File: src/ffss_consts.vh
`ifndef FFSS_CONSTS_VH
`define FFSS_CONSTS_VH
// Register addresses
`define FFSS_ADDR_W 16
`define FFSS_ADDR_CHAN_A 16'hFE3E
`define FFSS_ADDR_CHAN_B 16'hFE3F
// Field positions
`define FFSS_BIT_DB_TIME 5
`define FFSS_BIT_DB_EN 4
`define FFSS_BIT_FF_SEL 3
`define FFSS_BIT_FF_EN 2
`define FFSS_GAIN_HI 1
`define FFSS_GAIN_LO 0
// Reset value: feedforward source select at one, all else zero
`define FFSS_CFG_RST 8'h08
// Debounce intervals of 5 ms and 10 ms counted in 100 MHz clock cycles
`define FFSS_DB_SHORT_CYC 20'h7A120
`define FFSS_DB_LONG_CYC 20'hF4240
`define FFSS_CNT_W 20
// Soft-start filter gain values
`define FFSS_GAIN_X1 4'h1
`define FFSS_GAIN_X2 4'h2
`define FFSS_GAIN_X4 4'h4
`define FFSS_GAIN_X8 4'h8
`endif

File: src/ffss_sync.v
`timescale 1ns/1ps
`default_nettype none
module ffss_sync (
   input wire clk,
   input wire rst_n,
   input wire d,
   output wire q
);
   reg s1_q;
   reg s2_q;
   always @(posedge clk or negedge rst_n) begin
      if (!rst_n) begin
         s1_q <= 1'b0;
         s2_q <= 1'b0;
      end else begin
         s1_q <= d;
         s2_q <= s1_q;
      end
   end
   assign q = s2_q;
endmodule // ffss_sync
`default_nettype wire

File: src/ffss_debounce.v
`timescale 1ns/1ps
`include "ffss_consts.vh"
`default_nettype none
module ffss_debounce #(
   parameter [`FFSS_CNT_W-1:0] SHORT_CYC = `FFSS_DB_SHORT_CYC,
   parameter [`FFSS_CNT_W-1:0] LONG_CYC = `FFSS_DB_LONG_CYC
) (
   input wire clk,
   input wire rst_n,
   input wire enable,
   input wire long_sel,
   input wire settled,
   input wire ss_active,
   output wire done
);
   reg [`FFSS_CNT_W-1:0] cnt_q;
   reg [`FFSS_CNT_W-1:0] cnt_d;
   reg done_q;
   reg done_d;
   wire [`FFSS_CNT_W-1:0] limit;
   assign limit = long_sel ? LONG_CYC : SHORT_CYC;
   always @* begin
      cnt_d = cnt_q;
      done_d = done_q;
      if (!ss_active) begin
         cnt_d = {`FFSS_CNT_W{1'b0}};
         done_d = 1'b0;
      end else if (!enable) begin
         cnt_d = {`FFSS_CNT_W{1'b0}};
         done_d = settled;
      end else if (!settled) begin
         // Any unsettled sample restarts the interval
         cnt_d = {`FFSS_CNT_W{1'b0}};
         done_d = 1'b0;
      end else if (cnt_q >= limit - 1'b1) begin
         done_d = 1'b1;
      end else begin
         cnt_d = cnt_q + 1'b1;
      end
   end
   always @(posedge clk or negedge rst_n) begin
      if (!rst_n) begin
         cnt_q <= {`FFSS_CNT_W{1'b0}};
         done_q <= 1'b0;
      end else begin
         cnt_q <= cnt_d;
         done_q <= done_d;
      end
   end
   assign done = done_q;
endmodule // ffss_debounce
`default_nettype wire

File: src/ffss_cfg.v
`timescale 1ns/1ps
`include "ffss_consts.vh"
`default_nettype none
module ffss_cfg #(
   parameter [`FFSS_CNT_W-1:0] SHORT_CYC = `FFSS_DB_SHORT_CYC,
   parameter [`FFSS_CNT_W-1:0] LONG_CYC = `FFSS_DB_LONG_CYC
) (
   input wire REF_CLK,
   input wire NRST,
   input wire [`FFSS_ADDR_W-1:0] ADDR,
   input wire [7:0] WDATA,
   input wire WR,
   input wire RD,
   output reg [7:0] RDATA,
   input wire CHAN_A_VOLT_SENSE_SETTLED,
   input wire CHAN_B_VOLT_SENSE_SETTLED,
   input wire CHAN_A_SS_ACTIVE,
   input wire CHAN_B_SS_ACTIVE,
   output reg CHAN_A_SS_DONE,
   output reg CHAN_B_SS_DONE,
   output reg CHAN_A_FF_EN,
   output reg CHAN_B_FF_EN,
   output reg CHAN_A_FF_SRC_INPUT_VOLT_SENSE_ADC,
   output reg CHAN_B_FF_SRC_INPUT_VOLT_SENSE_ADC,
   output reg [3:0] CHAN_A_SS_GAIN,
   output reg [3:0] CHAN_B_SS_GAIN
);
   reg [7:0] cfg_q [0:1];
   wire [1:0] settled_raw;
   wire [1:0] ss_raw;
   wire [1:0] settled_s;
   wire [1:0] ss_s;
   wire [1:0] db_done;
   reg [7:0] rdata_d;

   // Next values of the output flip-flops
   reg [3:0] gain_a_d;
   reg [3:0] gain_b_d;
   reg ss_done_a_d;
   reg ss_done_b_d;
   reg ff_en_a_d;
   reg ff_en_b_d;
   reg ff_src_a_d;
   reg ff_src_b_d;

   // Field views of both registers
   wire [1:0] ff_en_v;
   wire [1:0] ff_src_v;
   wire [3:0] gain_sel;

   assign settled_raw = {CHAN_B_VOLT_SENSE_SETTLED, CHAN_A_VOLT_SENSE_SETTLED};
   assign ss_raw = {CHAN_B_SS_ACTIVE, CHAN_A_SS_ACTIVE};

   genvar ch;
   generate
      for (ch = 0; ch < 2; ch = ch + 1) begin : g_chan
         wire hit;
         wire db_en;
         wire db_long;

         // Debounce controls of this channel
         assign db_en = cfg_q[ch][`FFSS_BIT_DB_EN];
         assign db_long = cfg_q[ch][`FFSS_BIT_DB_TIME];
         assign hit = (ADDR == (ch == 0 ? `FFSS_ADDR_CHAN_A : `FFSS_ADDR_CHAN_B));
         // Whole byte stored, reserved bits included
         always @(posedge REF_CLK or negedge NRST) begin
            if (!NRST) begin
               cfg_q[ch] <= `FFSS_CFG_RST;
            end else if (WR && hit) begin
               cfg_q[ch] <= WDATA;
            end
         end
         ffss_sync u_sync_settled (
            .clk(REF_CLK),
            .rst_n(NRST),
            .d(settled_raw[ch]),
            .q(settled_s[ch])
         );
         ffss_sync u_sync_ss (
            .clk(REF_CLK),
            .rst_n(NRST),
            .d(ss_raw[ch]),
            .q(ss_s[ch])
         );
         // Each channel watches only its own sense converter
         ffss_debounce #(
            .SHORT_CYC(SHORT_CYC),
            .LONG_CYC(LONG_CYC)
         ) u_db (
            .clk(REF_CLK),
            .rst_n(NRST),
            .enable(db_en),
            .long_sel(db_long),
            .settled(settled_s[ch]),
            .ss_active(ss_s[ch]),
            .done(db_done[ch])
         );
      end
   endgenerate

   // Feedforward and gain fields of both channels
   assign ff_en_v = {cfg_q[1][`FFSS_BIT_FF_EN], cfg_q[0][`FFSS_BIT_FF_EN]};

   assign ff_src_v = {cfg_q[1][`FFSS_BIT_FF_SEL], cfg_q[0][`FFSS_BIT_FF_SEL]};

   assign gain_sel = {cfg_q[1][`FFSS_GAIN_HI:`FFSS_GAIN_LO], cfg_q[0][`FFSS_GAIN_HI:`FFSS_GAIN_LO]};

   // Soft-start filter gain decode
   // Channel A: unity gain outside soft start
   always @* begin
      gain_a_d = `FFSS_GAIN_X1;
      if (ss_s[0]) begin
         case (gain_sel[1:0])
            2'h0: begin
               gain_a_d = `FFSS_GAIN_X1;
            end
            2'h1: begin
               gain_a_d = `FFSS_GAIN_X2;
            end
            2'h2: begin
               gain_a_d = `FFSS_GAIN_X4;
            end
            2'h3: begin
               gain_a_d = `FFSS_GAIN_X8;
            end
            default: begin
               gain_a_d = `FFSS_GAIN_X1;
            end
         endcase
      end else begin
         gain_a_d = `FFSS_GAIN_X1;
      end
   end

   // Channel B: unity gain outside soft start
   always @* begin
      gain_b_d = `FFSS_GAIN_X1;
      if (ss_s[1]) begin
         case (gain_sel[3:2])
            2'h0: begin
               gain_b_d = `FFSS_GAIN_X1;
            end
            2'h1: begin
               gain_b_d = `FFSS_GAIN_X2;
            end
            2'h2: begin
               gain_b_d = `FFSS_GAIN_X4;
            end
            2'h3: begin
               gain_b_d = `FFSS_GAIN_X8;
            end
            default: begin
               gain_b_d = `FFSS_GAIN_X1;
            end
         endcase
      end else begin
         gain_b_d = `FFSS_GAIN_X1;
      end
   end

   // Read data follow the address of the read cycle; unmapped reads give zero
   always @* begin
      rdata_d = 8'h00;
      if (RD) begin
         case (ADDR)
            `FFSS_ADDR_CHAN_A: begin
               rdata_d = cfg_q[0];
            end
            `FFSS_ADDR_CHAN_B: begin
               rdata_d = cfg_q[1];
            end
            default: begin
               rdata_d = 8'h00;
            end
         endcase
      end else begin
         rdata_d = 8'h00;
      end
   end

   // Next values
   // Soft start done, channel A
   always @* begin
      ss_done_a_d = db_done[0];
   end

   // Soft start done, channel B
   always @* begin
      ss_done_b_d = db_done[1];
   end

   // Feedforward enable, channel A
   always @* begin
      ff_en_a_d = ff_en_v[0];
   end

   // Feedforward enable, channel B
   always @* begin
      ff_en_b_d = ff_en_v[1];
   end

   // Feedforward source, channel A
   always @* begin
      ff_src_a_d = ff_src_v[0];
   end

   // Feedforward source, channel B
   always @* begin
      ff_src_b_d = ff_src_v[1];
   end

   // Registered outputs: every port comes straight from its own flip-flop

   // Read data stand in the cycle after each read cycle; zero after a cycle with RD low
   always @(posedge REF_CLK or negedge NRST) begin
      if (!NRST) begin
         RDATA <= 8'h00;
      end else begin
         RDATA <= rdata_d;
      end
   end

   // Channel A done
   always @(posedge REF_CLK or negedge NRST) begin
      if (!NRST) begin
         CHAN_A_SS_DONE <= 1'b0;
      end else begin
         CHAN_A_SS_DONE <= ss_done_a_d;
      end
   end

   // Channel B done
   always @(posedge REF_CLK or negedge NRST) begin
      if (!NRST) begin
         CHAN_B_SS_DONE <= 1'b0;
      end else begin
         CHAN_B_SS_DONE <= ss_done_b_d;
      end
   end

   // Channel A feedforward enable
   always @(posedge REF_CLK or negedge NRST) begin
      if (!NRST) begin
         CHAN_A_FF_EN <= 1'b0;
      end else begin
         CHAN_A_FF_EN <= ff_en_a_d;
      end
   end

   // Channel B feedforward enable
   always @(posedge REF_CLK or negedge NRST) begin
      if (!NRST) begin
         CHAN_B_FF_EN <= 1'b0;
      end else begin
         CHAN_B_FF_EN <= ff_en_b_d;
      end
   end

   // Channel A feedforward source
   always @(posedge REF_CLK or negedge NRST) begin
      if (!NRST) begin
         CHAN_A_FF_SRC_INPUT_VOLT_SENSE_ADC <= 1'b1;
      end else begin
         CHAN_A_FF_SRC_INPUT_VOLT_SENSE_ADC <= ff_src_a_d;
      end
   end

   // Channel B feedforward source
   always @(posedge REF_CLK or negedge NRST) begin
      if (!NRST) begin
         CHAN_B_FF_SRC_INPUT_VOLT_SENSE_ADC <= 1'b1;
      end else begin
         CHAN_B_FF_SRC_INPUT_VOLT_SENSE_ADC <= ff_src_b_d;
      end
   end

   // Channel A filter gain
   always @(posedge REF_CLK or negedge NRST) begin
      if (!NRST) begin
         CHAN_A_SS_GAIN <= `FFSS_GAIN_X1;
      end else begin
         CHAN_A_SS_GAIN <= gain_a_d;
      end
   end

   // Channel B filter gain
   always @(posedge REF_CLK or negedge NRST) begin
      if (!NRST) begin
         CHAN_B_SS_GAIN <= `FFSS_GAIN_X1;
      end else begin
         CHAN_B_SS_GAIN <= gain_b_d;
      end
   end
endmodule // ffss_cfg
`default_nettype wire

File: config.mk
export PLATFORM = sky130hd
export DESIGN_NAME = ffss_cfg
export DESIGN_NICKNAME = d
export VERILOG_FILES = /design/src/ffss_sync.v /design/src/ffss_debounce.v /design/src/ffss_cfg.v
export VERILOG_INCLUDE_DIRS = /design/src
export SDC_FILE = /design/constraint.sdc
export NUM_CORES = 1
export LEC_CHECK = 0
export ABC_AREA = 1
export BUFFER_PORTS_ARGS = -buffer_cell sky130_fd_sc_hd__buf_2
export CAP_MARGIN = 40
export CORE_ASPECT_RATIO = 0.8
export CORE_MARGIN = 5
export CORE_UTILIZATION = 40
export CTS_CLUSTER_DIAMETER = 50
export DETAILED_ROUTE_END_ITERATION = 12
export GPL_ROUTABILITY_DRIVEN = 0
export SLEW_MARGIN = 20
export SYNTH_ARGS = -nofsm -noshare
export SYNTH_HDL_FRONTEND = slang
export SYNTH_HIERARCHICAL = 1
export SYNTH_SLANG_ARGS = --single-unit
File: constraint.sdc
create_clock -name REF_CLK -period 3.7 [get_ports REF_CLK]
set_input_delay 0.37 -clock REF_CLK [delete_from_list [all_inputs] [get_ports REF_CLK]]
set_output_delay 0.37 -clock REF_CLK [all_outputs]
set_load 0.01 [all_outputs]
==> results of run 1 <==
## path summary, 6_finish.rpt
kind                                                         startpoint                                       to  slack (ps)  depth (start not counted)
min in group asynchronous                                          NRST     g_chan[0].u_db/cnt_q[17]$_DFFE_PN0P_         490                          2
worst max register to register                     cfg_q[5]$_DFFE_PN0P_     g_chan[1].u_db/cnt_q[15]$_DFFE_PN0P_        1160                         12
worst min register to register  g_chan[1].u_sync_settled/s1_q$_DFF_PN0_     g_chan[1].u_sync_settled/q$_DFF_PN0_         350                          0
worst max-delay path                               cfg_q[5]$_DFFE_PN0P_     g_chan[1].u_db/cnt_q[15]$_DFFE_PN0P_        1160                         12
worst min-delay path                          CHAN_B_VOLT_SENSE_SETTLED  g_chan[1].u_sync_settled/s1_q$_DFF_PN0_         130                          1
max in group asynchronous                                          NRST                     cfg_q[3]$_DFFE_PN1P_        2260                          4
## metrics by stage
step	cells	power, W
after global routing	942	0.00207
final	942	0.00198
after CTS	940	0.00201
after global placement	924	0.00106
after floorplan	707	0.00102
after detailed placement	924	0.00106
## report_power, final
group	internal (W)	total (W)	switching [W]
sequential	0.000969	0.000978	0.00000925
clock	0.000535	0.000933	0.000399
combinational	0.0000222	0.0000679	0.0000456
total	0.00153	0.00198	0.000454
## state kept, by name, summed over array words and instances, names as in the netlist
signal                              cells
CHAN_A_FF_EN                            1
CHAN_A_FF_SRC_INPUT_VOLT_SENSE_ADC      1
CHAN_A_SS_DONE                          1
CHAN_A_SS_GAIN                          4
CHAN_B_FF_EN                            1
CHAN_B_FF_SRC_INPUT_VOLT_SENSE_ADC      1
CHAN_B_SS_DONE                          1
CHAN_B_SS_GAIN                          4
RDATA                                   8
cfg_q                                  16
g_chan.u_db/cnt_q                      40
g_chan.u_db/done                        2
g_chan.u_sync_settled/q                 2
g_chan.u_sync_settled/s1_q              2
g_chan.u_sync_ss/q                      2
g_chan.u_sync_ss/s1_q                   2
## cell type report
| class | instances | area (µm²) |
|---|---|---|
| Clock buffer | 10 | 229 |
| Timing Repair Buffer | 57 | 313 |
| Tap cell | 175 | 219 |
| Fill cell | 1324 | 6920 |
| Multi-Input combinational cell | 505 | 2620 |
| Sequential cell | 88 | 2210 |
| Clock inverter | 6 | 75.1 |
| Inverter | 101 | 379 |
## worst register-to-register path: cells and delay by family (launching register included)
| family | cells | cell delay [ps] |
|---|---|---|
| flip-flops | 1 | 440 |
| buffers and inverters | 4 | 690 |
| adder cells (fa/ha/maj) | 1 | 300 |
| AND/OR/NAND/NOR | 6 | 860 |
| AO/OA/AOI/OAI | 1 | 160 |
## what timing repair did
| action | in CTS | in global routing |
|---|---|---|
| endpoints found under the hold margin | 0 | 24 |
| resized for setup | 0 | 0 |
| hold buffers | 0 | 1 |
## kinds of logic (layout without fill, tap and decap cells)
logic type | after synthesis | count (layout) | share of synthesized area
simple gates | 431 | 431 | 0.379
buf+inv | 114 | 174 | 0.0955
flops | 88 | 88 | 0.414
compound gates | 54 | 54 | 0.0674
fa+ha+maj | 16 | 16 | 0.0375
xor+xnor | 4 | 4 | 0.00656
## routing by layer
metal,part of all wire,vias up,GRT usage,wire length [µm]
met4,0.015,0,0.0482,187
met2,0.43,139,0.253,5480
met5,0,-,0,0
met3,0.065,14,0.0407,839
met1,0.49,2188,0.247,6330
li1,-,2349,-,-
## cell usage in the layout, fill, tap and decap left out, drive strengths merged
cell type,instances
and2,2
clkinv,5
dfstp,6
and3,2
o22ai,2
nor2,89
nand4,14
nand2,221
dfrtp,82
inv,100
bufinv,1
ha,16
xor2,4
clkinvlp,1
clkbuf,10
a21oi,14
nor3,16
o21bai,2
dlygate4sd3,1
o21ai,36
nand3,87
buf,56
==> flow_metrics.py, run 1 <==
metrics = {
    "synthesis": {
        "synth_edf_count": 0,
        "ys_seq_area_frac": 0.414,
        "synth.cell_area_um2": 5340,
        "ys_ff_latch": 88,
        "synthArstFlopShare": 1.00,
        "syn_inst": 707,
        "synth_area_leaders": "dfrtp_1 (38%), nand2_1 (15%), nand3_1 (6.7%), inv_1 (6.5%), nor2_1 (4.9%)",
        "synthFlopType": "dfrtp_1",
        "synth_top_area_cell": "dfrtp_1",
        "yosysMostFrequentCell": "nand2_1",
        "syn_avg_cell_area_um2": 7.56,
        "synth_nets": 755,
        "synth_common_cells": "nand2_1 (210), inv_1 (93), dfrtp_1 (82)",
        "synth_top_area_share": 0.384,
        "synth_cell_type_count": 33,
        "synth_warnings": 6,
    },
    "grt": {
        "grt_use_total": 0.170,
        "grt_pass1_wl_mm": 21.9,
        "overflow": 0,
        "antenna_found_initial": 0,
        "grt_max_degree": 61,
        "grt_pass1_vias": 4399,
    },
    "cts": {
        "cts_tree": "done",
        "path_clk_slew_ps": 70,
        "clock_path_buffers": 2,
        "cts_inserted_buffers": 9,
        "cts_setup_buffers": 0,
        "clock_latency_ps": 340,
        "cts.htree.levels": 3,
        "numClockSinks": 88,
        "root_buffer": "clkbuf_16",
    },
    "timing": {
        "drv_slew": 0,
        "rsz0062_at_grt": "false",
        "finalClockSkew_ps": 12.3,
        "clock.fmax_mhz": 393,
        "setup_tns_ps": 0,
        "hold_violations": 0,
        "min_period_over_period": 0.687,
        "worst_slack_ps": 1160,
        "fin_hold_ws_ps": 129,
        "worst_pin_slew_ps": 569,
        "period_minus_slack_ps": 2540,
        "slew_headroom": 0.620,
        "setup_viol": 0,
    },
    "floorplan": {
        "die_h_um": 113,
        "core.rowCount": 37,
        "ioPinCount": 54,
        "die_x_um": 139,
        "core_um2": 13000,
        "initial_utilization": 0.412,
        "die-area_um2": 15800,
    },
    "setup_path": {
        "crit_slowest_cell": "dfrtp_1",
        "critical_path.cell_chain": "inv_1 -> ha_1 -> nand2_1 -> inv_1 -> nand2_2 -> inv_1 -> a21oi_4 -> nand3_2 -> nand2_2 -> clkinv_1 -> nand2_1 -> nand2_1",
        "crit_type": "reg2reg",
        "start_kind": "flop",
        "crit_family": "simple AND/OR/NAND/NOR gates",
        "crit_arrival_ps": 2770,
        "cp_max_fo": 20,
        "path_buf_inv": 4,
        "max_stage_delay_ps": 440,
        "required_ps": 3930,
        "end_kind": "flop",
    },
    "pwr": {
        "leakage_nw": 3.02,
        "powerDensity_nw_per_um2": 327,
        "ir_worst_vdd_v": 0.000229,
    },
    "detailed_routing": {
        "drt-pass1-iter-count": 5,
        "wl_per_cell_um": 13.6,
        "wl_mm": 12.8,
        "routed-via-count": 4690,
        "drt_iter0_drc": 390,
        "drtAntennaViolNets": 0,
        "drc": 0,
        "via_per_inst": 4.98,
    },
    "finish": {
        "area_growth_pct": 13.2,
        "num_antenna_cells": 0,
        "final_layout_size_suffix_gt1_frac": 0.188,
        "fin_area_um2": 6050,
        "fin_nets": 810,
        "final_util": 0.467,
    },
    "placed_design": {
        "post-place-ws_ps": 1180,
        "dp_hpwl_mm": 9.55,
        "io_buffer_count": 53,
        "place_area_um2": 5710,
    },
    "outcome": {
        "outcome": "finished clean",
    },
    "hold_path": {
        "hp-class": "in2reg",
    },
    "run": {
        "maxCapViolations": 0,
    },
}
Power figures use the tool's default switching activity.
==> run 2: changes to the inputs <==
Settings changed: ABC_AREA 1 to 0.
Clock period 3.7 ns to 2.05 ns, I/O delays scaled along.
==> run 2 against run 1 <==
The run now ends with negative setup slack left. Final area increased by 7.8%. Synthesized area shrank 15%. Global-route usage grew 1.5 points. Via count down 17%. Critical path depth down 4. Wire length fell by 2.0%. Die area fell by 14%. Clock power up 92%. Combinational power grew 43%. Worst setup slack got worse by 1400 ps. Fmax increased by 13%. Largest power group is now the clock network.
==> flow_metrics.py, run 2 <==
metrics = {
    "setup_path": {
        "critical_path.cell_chain": "buf_4 -> ha_2 -> a2111oi_4 -> buf_4 -> a311oi_4 -> buf_4 -> or3_4 -> a21oi_2",
        "max_stage_delay_ps": 410,
        "r2r-start": "cfg_q[13]$_DFFE_PN0P_",
        "cpMostUsedCell": "buf_4",
        "required_ps": 2320,
        "cp-startpoint": "cfg_q[13]$_DFFE_PN0P_",
        "end_kind": "flop",
        "crit_type": "reg2reg",
        "crit_slowest_cell": "dfrtp_1",
        "start_kind": "flop",
        "cp_max_fo": 8,
        "crit_arrival_ps": 2520,
    },
    "synthesis": {
        "yosysMostFrequentCell": "dfrtp_1",
        "synthArstFlopShare": 1.00,
        "syn_inst": 388,
        "synth_common_cells": "dfrtp_1 (82), a21oi_1 (28), nand2_1 (28)",
        "synth_nets": 436,
        "synth_edf_count": 0,
        "synth.cell_area_um2": 4540,
        "synth_warnings": 6,
        "ys_seq_area_frac": 0.487,
        "synth_top_area_share": 0.452,
        "synth_area_leaders": "dfrtp_1 (45%), ha_1 (4.4%), dfstp_2 (3.5%), a21oi_1 (3.1%), mux2_2 (3.0%)",
        "synth_top_area_cell": "dfrtp_1",
        "synthFlopType": "dfrtp_1",
        "syn_avg_cell_area_um2": 11.7,
        "ys_ff_latch": 88,
        "synth_cell_type_count": 50,
    },
    "finish": {
        "final_layout_size_suffix_gt1_frac": 0.500,
        "reg_top3": "g_chan.u_db/cnt_q (40), cfg_q (16), RDATA (8)",
        "top_register": "g_chan.u_db/cnt_q",
        "final_common_cell": "dfrtp_1",
        "largest_reg_flops": 40,
        "fin_nets": 575,
        "area_growth_pct": 43.5,
        "fin_cells": 676,
        "fin_area_um2": 6520,
        "num_antenna_cells": 0,
        "final_cell_mix": "dfrtp_1 (81), buf_4 (63), buf_2 (52), nand2_1 (27), nand3_1 (17)",
    },
    "outcome": {
        "outcome": "finished, violations left",
        "violations": "negative setup slack",
    },
    "grt": {
        "grt_pass1_vias": 3897,
        "grt_max_degree": 44,
        "grt_pass1_wl_mm": 20.1,
        "antenna_found_initial": 0,
        "grt_use_total": 0.184,
        "overflow": 0,
    },
    "floorplan": {
        "die_h_um": 105,
        "core_um2": 11000,
        "initial_utilization": 0.414,
        "die-area_um2": 13600,
        "ioPinCount": 54,
        "core.rowCount": 34,
        "die_x_um": 129,
    },
    "timing": {
        "slew_headroom": 0.592,
        "setup_viol": 33,
        "worst_slack_ps": -194,
        "finalClockSkew_ps": 6.67,
        "min_period_over_period": 1.09,
        "rsz0062_at_grt": "true",
        "hold_violations": 0,
        "period_minus_slack_ps": 2240,
        "worst_pin_slew_ps": 608,
        "drv_slew": 0,
        "clock.fmax_mhz": 446,
    },
    "hold_path": {
        "hp-class": "in2reg",
        "hold_path.startpoint": "WDATA[3]",
    },
    "detailed_routing": {
        "drtAntennaViolNets": 0,
        "via_per_inst": 5.78,
        "wl_mm": 12.6,
        "drc": 0,
        "drt_iter0_drc": 295,
        "drt-pass1-iter-count": 9,
        "wl_per_cell_um": 18.6,
        "routed-via-count": 3910,
    },
    "cts": {
        "numClockSinks": 88,
        "root_buffer": "clkbuf_16",
        "cts_inserted_buffers": 9,
        "cts.htree.levels": 3,
        "clock_latency_ps": 350,
        "clock_path_buffers": 2,
        "cts_tree": "done",
        "path_clk_slew_ps": 70,
    },
    "placed_design": {
        "post-place-ws_ps": -228,
        "dp_hpwl_mm": 7.82,
        "place_area_um2": 5360,
        "place_inst": 624,
        "io_buffer_count": 53,
    },
    "pwr": {
        "ir_worst_vdd_v": 0.000560,
        "power_w": 0.00365,
        "leakage_nw": 2.91,
        "powerDensity_nw_per_um2": 559,
    },
    "run": {
        "maxCapViolations": 0,
    },
}
run 2: cell count changes in the layout (fill, tap and decap cells not counted), moves of 11 or more:
cell / delta
nand2_1: -183
inv_1: -93
buf_4: +60
nand3_1: -55
nor2_1: -54
nor3_1: -14
a21oi_2: +13
o21ai_0: -13
mux2_2: +12
nand3_2: -12
o21ai_2: -11
run 2: critical path, delay by kind of cell, from the launching register on:
family,cells,cell delay [ps]
buf+inv,3,560
simple gates,1,360
flops,1,410
fa+ha+maj,1,190
compound gates,3,650
run 2: layout make-up:
type | instances | area (µm²)
clock buffer | 12 | 246
clock inverter | 4 | 76.3
fill | 875 | 4460
inverter | 2 | 10.0
multi-input combinational | 288 | 2720
sequential | 88 | 2210
tap | 144 | 180
timing repair buffer | 138 | 1080
run 2: metrics by stage:
| step | hold slack (ps) | util | setup TNS [ps] |
|---|---|---|---|
| 2_1_floorplan | -90.6 | - | 0 |
| 3_3_place_gp | 128 | 0.488 | -3300 |
| 3_5_place_dp | 126 | 0.488 | -5540 |
| 4_1_cts | 97.7 | 0.562 | -1170 |
| 5_1_grt | 98.1 | 0.594 | -6240 |
| 6_report | 105 | 0.594 | -3600 |
run 2: kinds of logic after synthesis:
family,count (synthesis),synth area share
multiplexers,22,0.0554
XOR/XNOR,2,0.00386
AND/OR/NAND/NOR,160,0.242
buffers and inverters,16,0.0242
adder cells (fa/ha/maj),16,0.0441
AO/OA/AOI/OAI,84,0.144
flip-flops,88,0.487
run 2: per-layer routing:
metal,wire (µm),share of wire,track usage,up-vias
met5,0,0,0,-
met4,156,0.012,0.0375,0
met3,1010,0.080,0.0683,18
met2,5750,0.46,0.274,153
met1,5670,0.45,0.259,1924
li1,-,-,-,1815
run 2: worst paths after layout:
check | endpoint | slack, ps | cells past startpoint
worst max-delay path | g_chan[0].u_db/cnt_q[0]$_DFFE_PN0P_ | -190 | 8
worst min-delay path | cfg_q[11]$_DFFE_PN1P_ | 100 | 2
worst max register to register | g_chan[0].u_db/cnt_q[0]$_DFFE_PN0P_ | -190 | 8
worst min register to register | g_chan[1].u_sync_settled/q$_DFF_PN0_ | 350 | 0
max in group asynchronous | CHAN_B_SS_GAIN[0]$_DFF_PN1_ | 1040 | 3
min in group asynchronous | g_chan[0].u_db/cnt_q[11]$_DFFE_PN0P_ | 320 | 2
run 2: where the power goes:
group	switching, W	internal (W)	total [W]
combinational	0.0000556	0.0000417	0.0000973
clock	0.000685	0.00111	0.00179
sequential	0.00000702	0.00175	0.00176
total	0.000748	0.00290	0.00365
run 2: repair_timing:
| item | CTS | global route |
|---|---|---|
| pin swaps | 56 | 49 |
| buffers inserted | 17 | 6 |
| gates resized for setup | 43 | 54 |
| gates cloned | 4 | 4 |
| endpoints found under the setup margin | 40 | 41 |
| hold buffers | 5 | 0 |
| endpoints found under the hold margin | 24 | 0 |
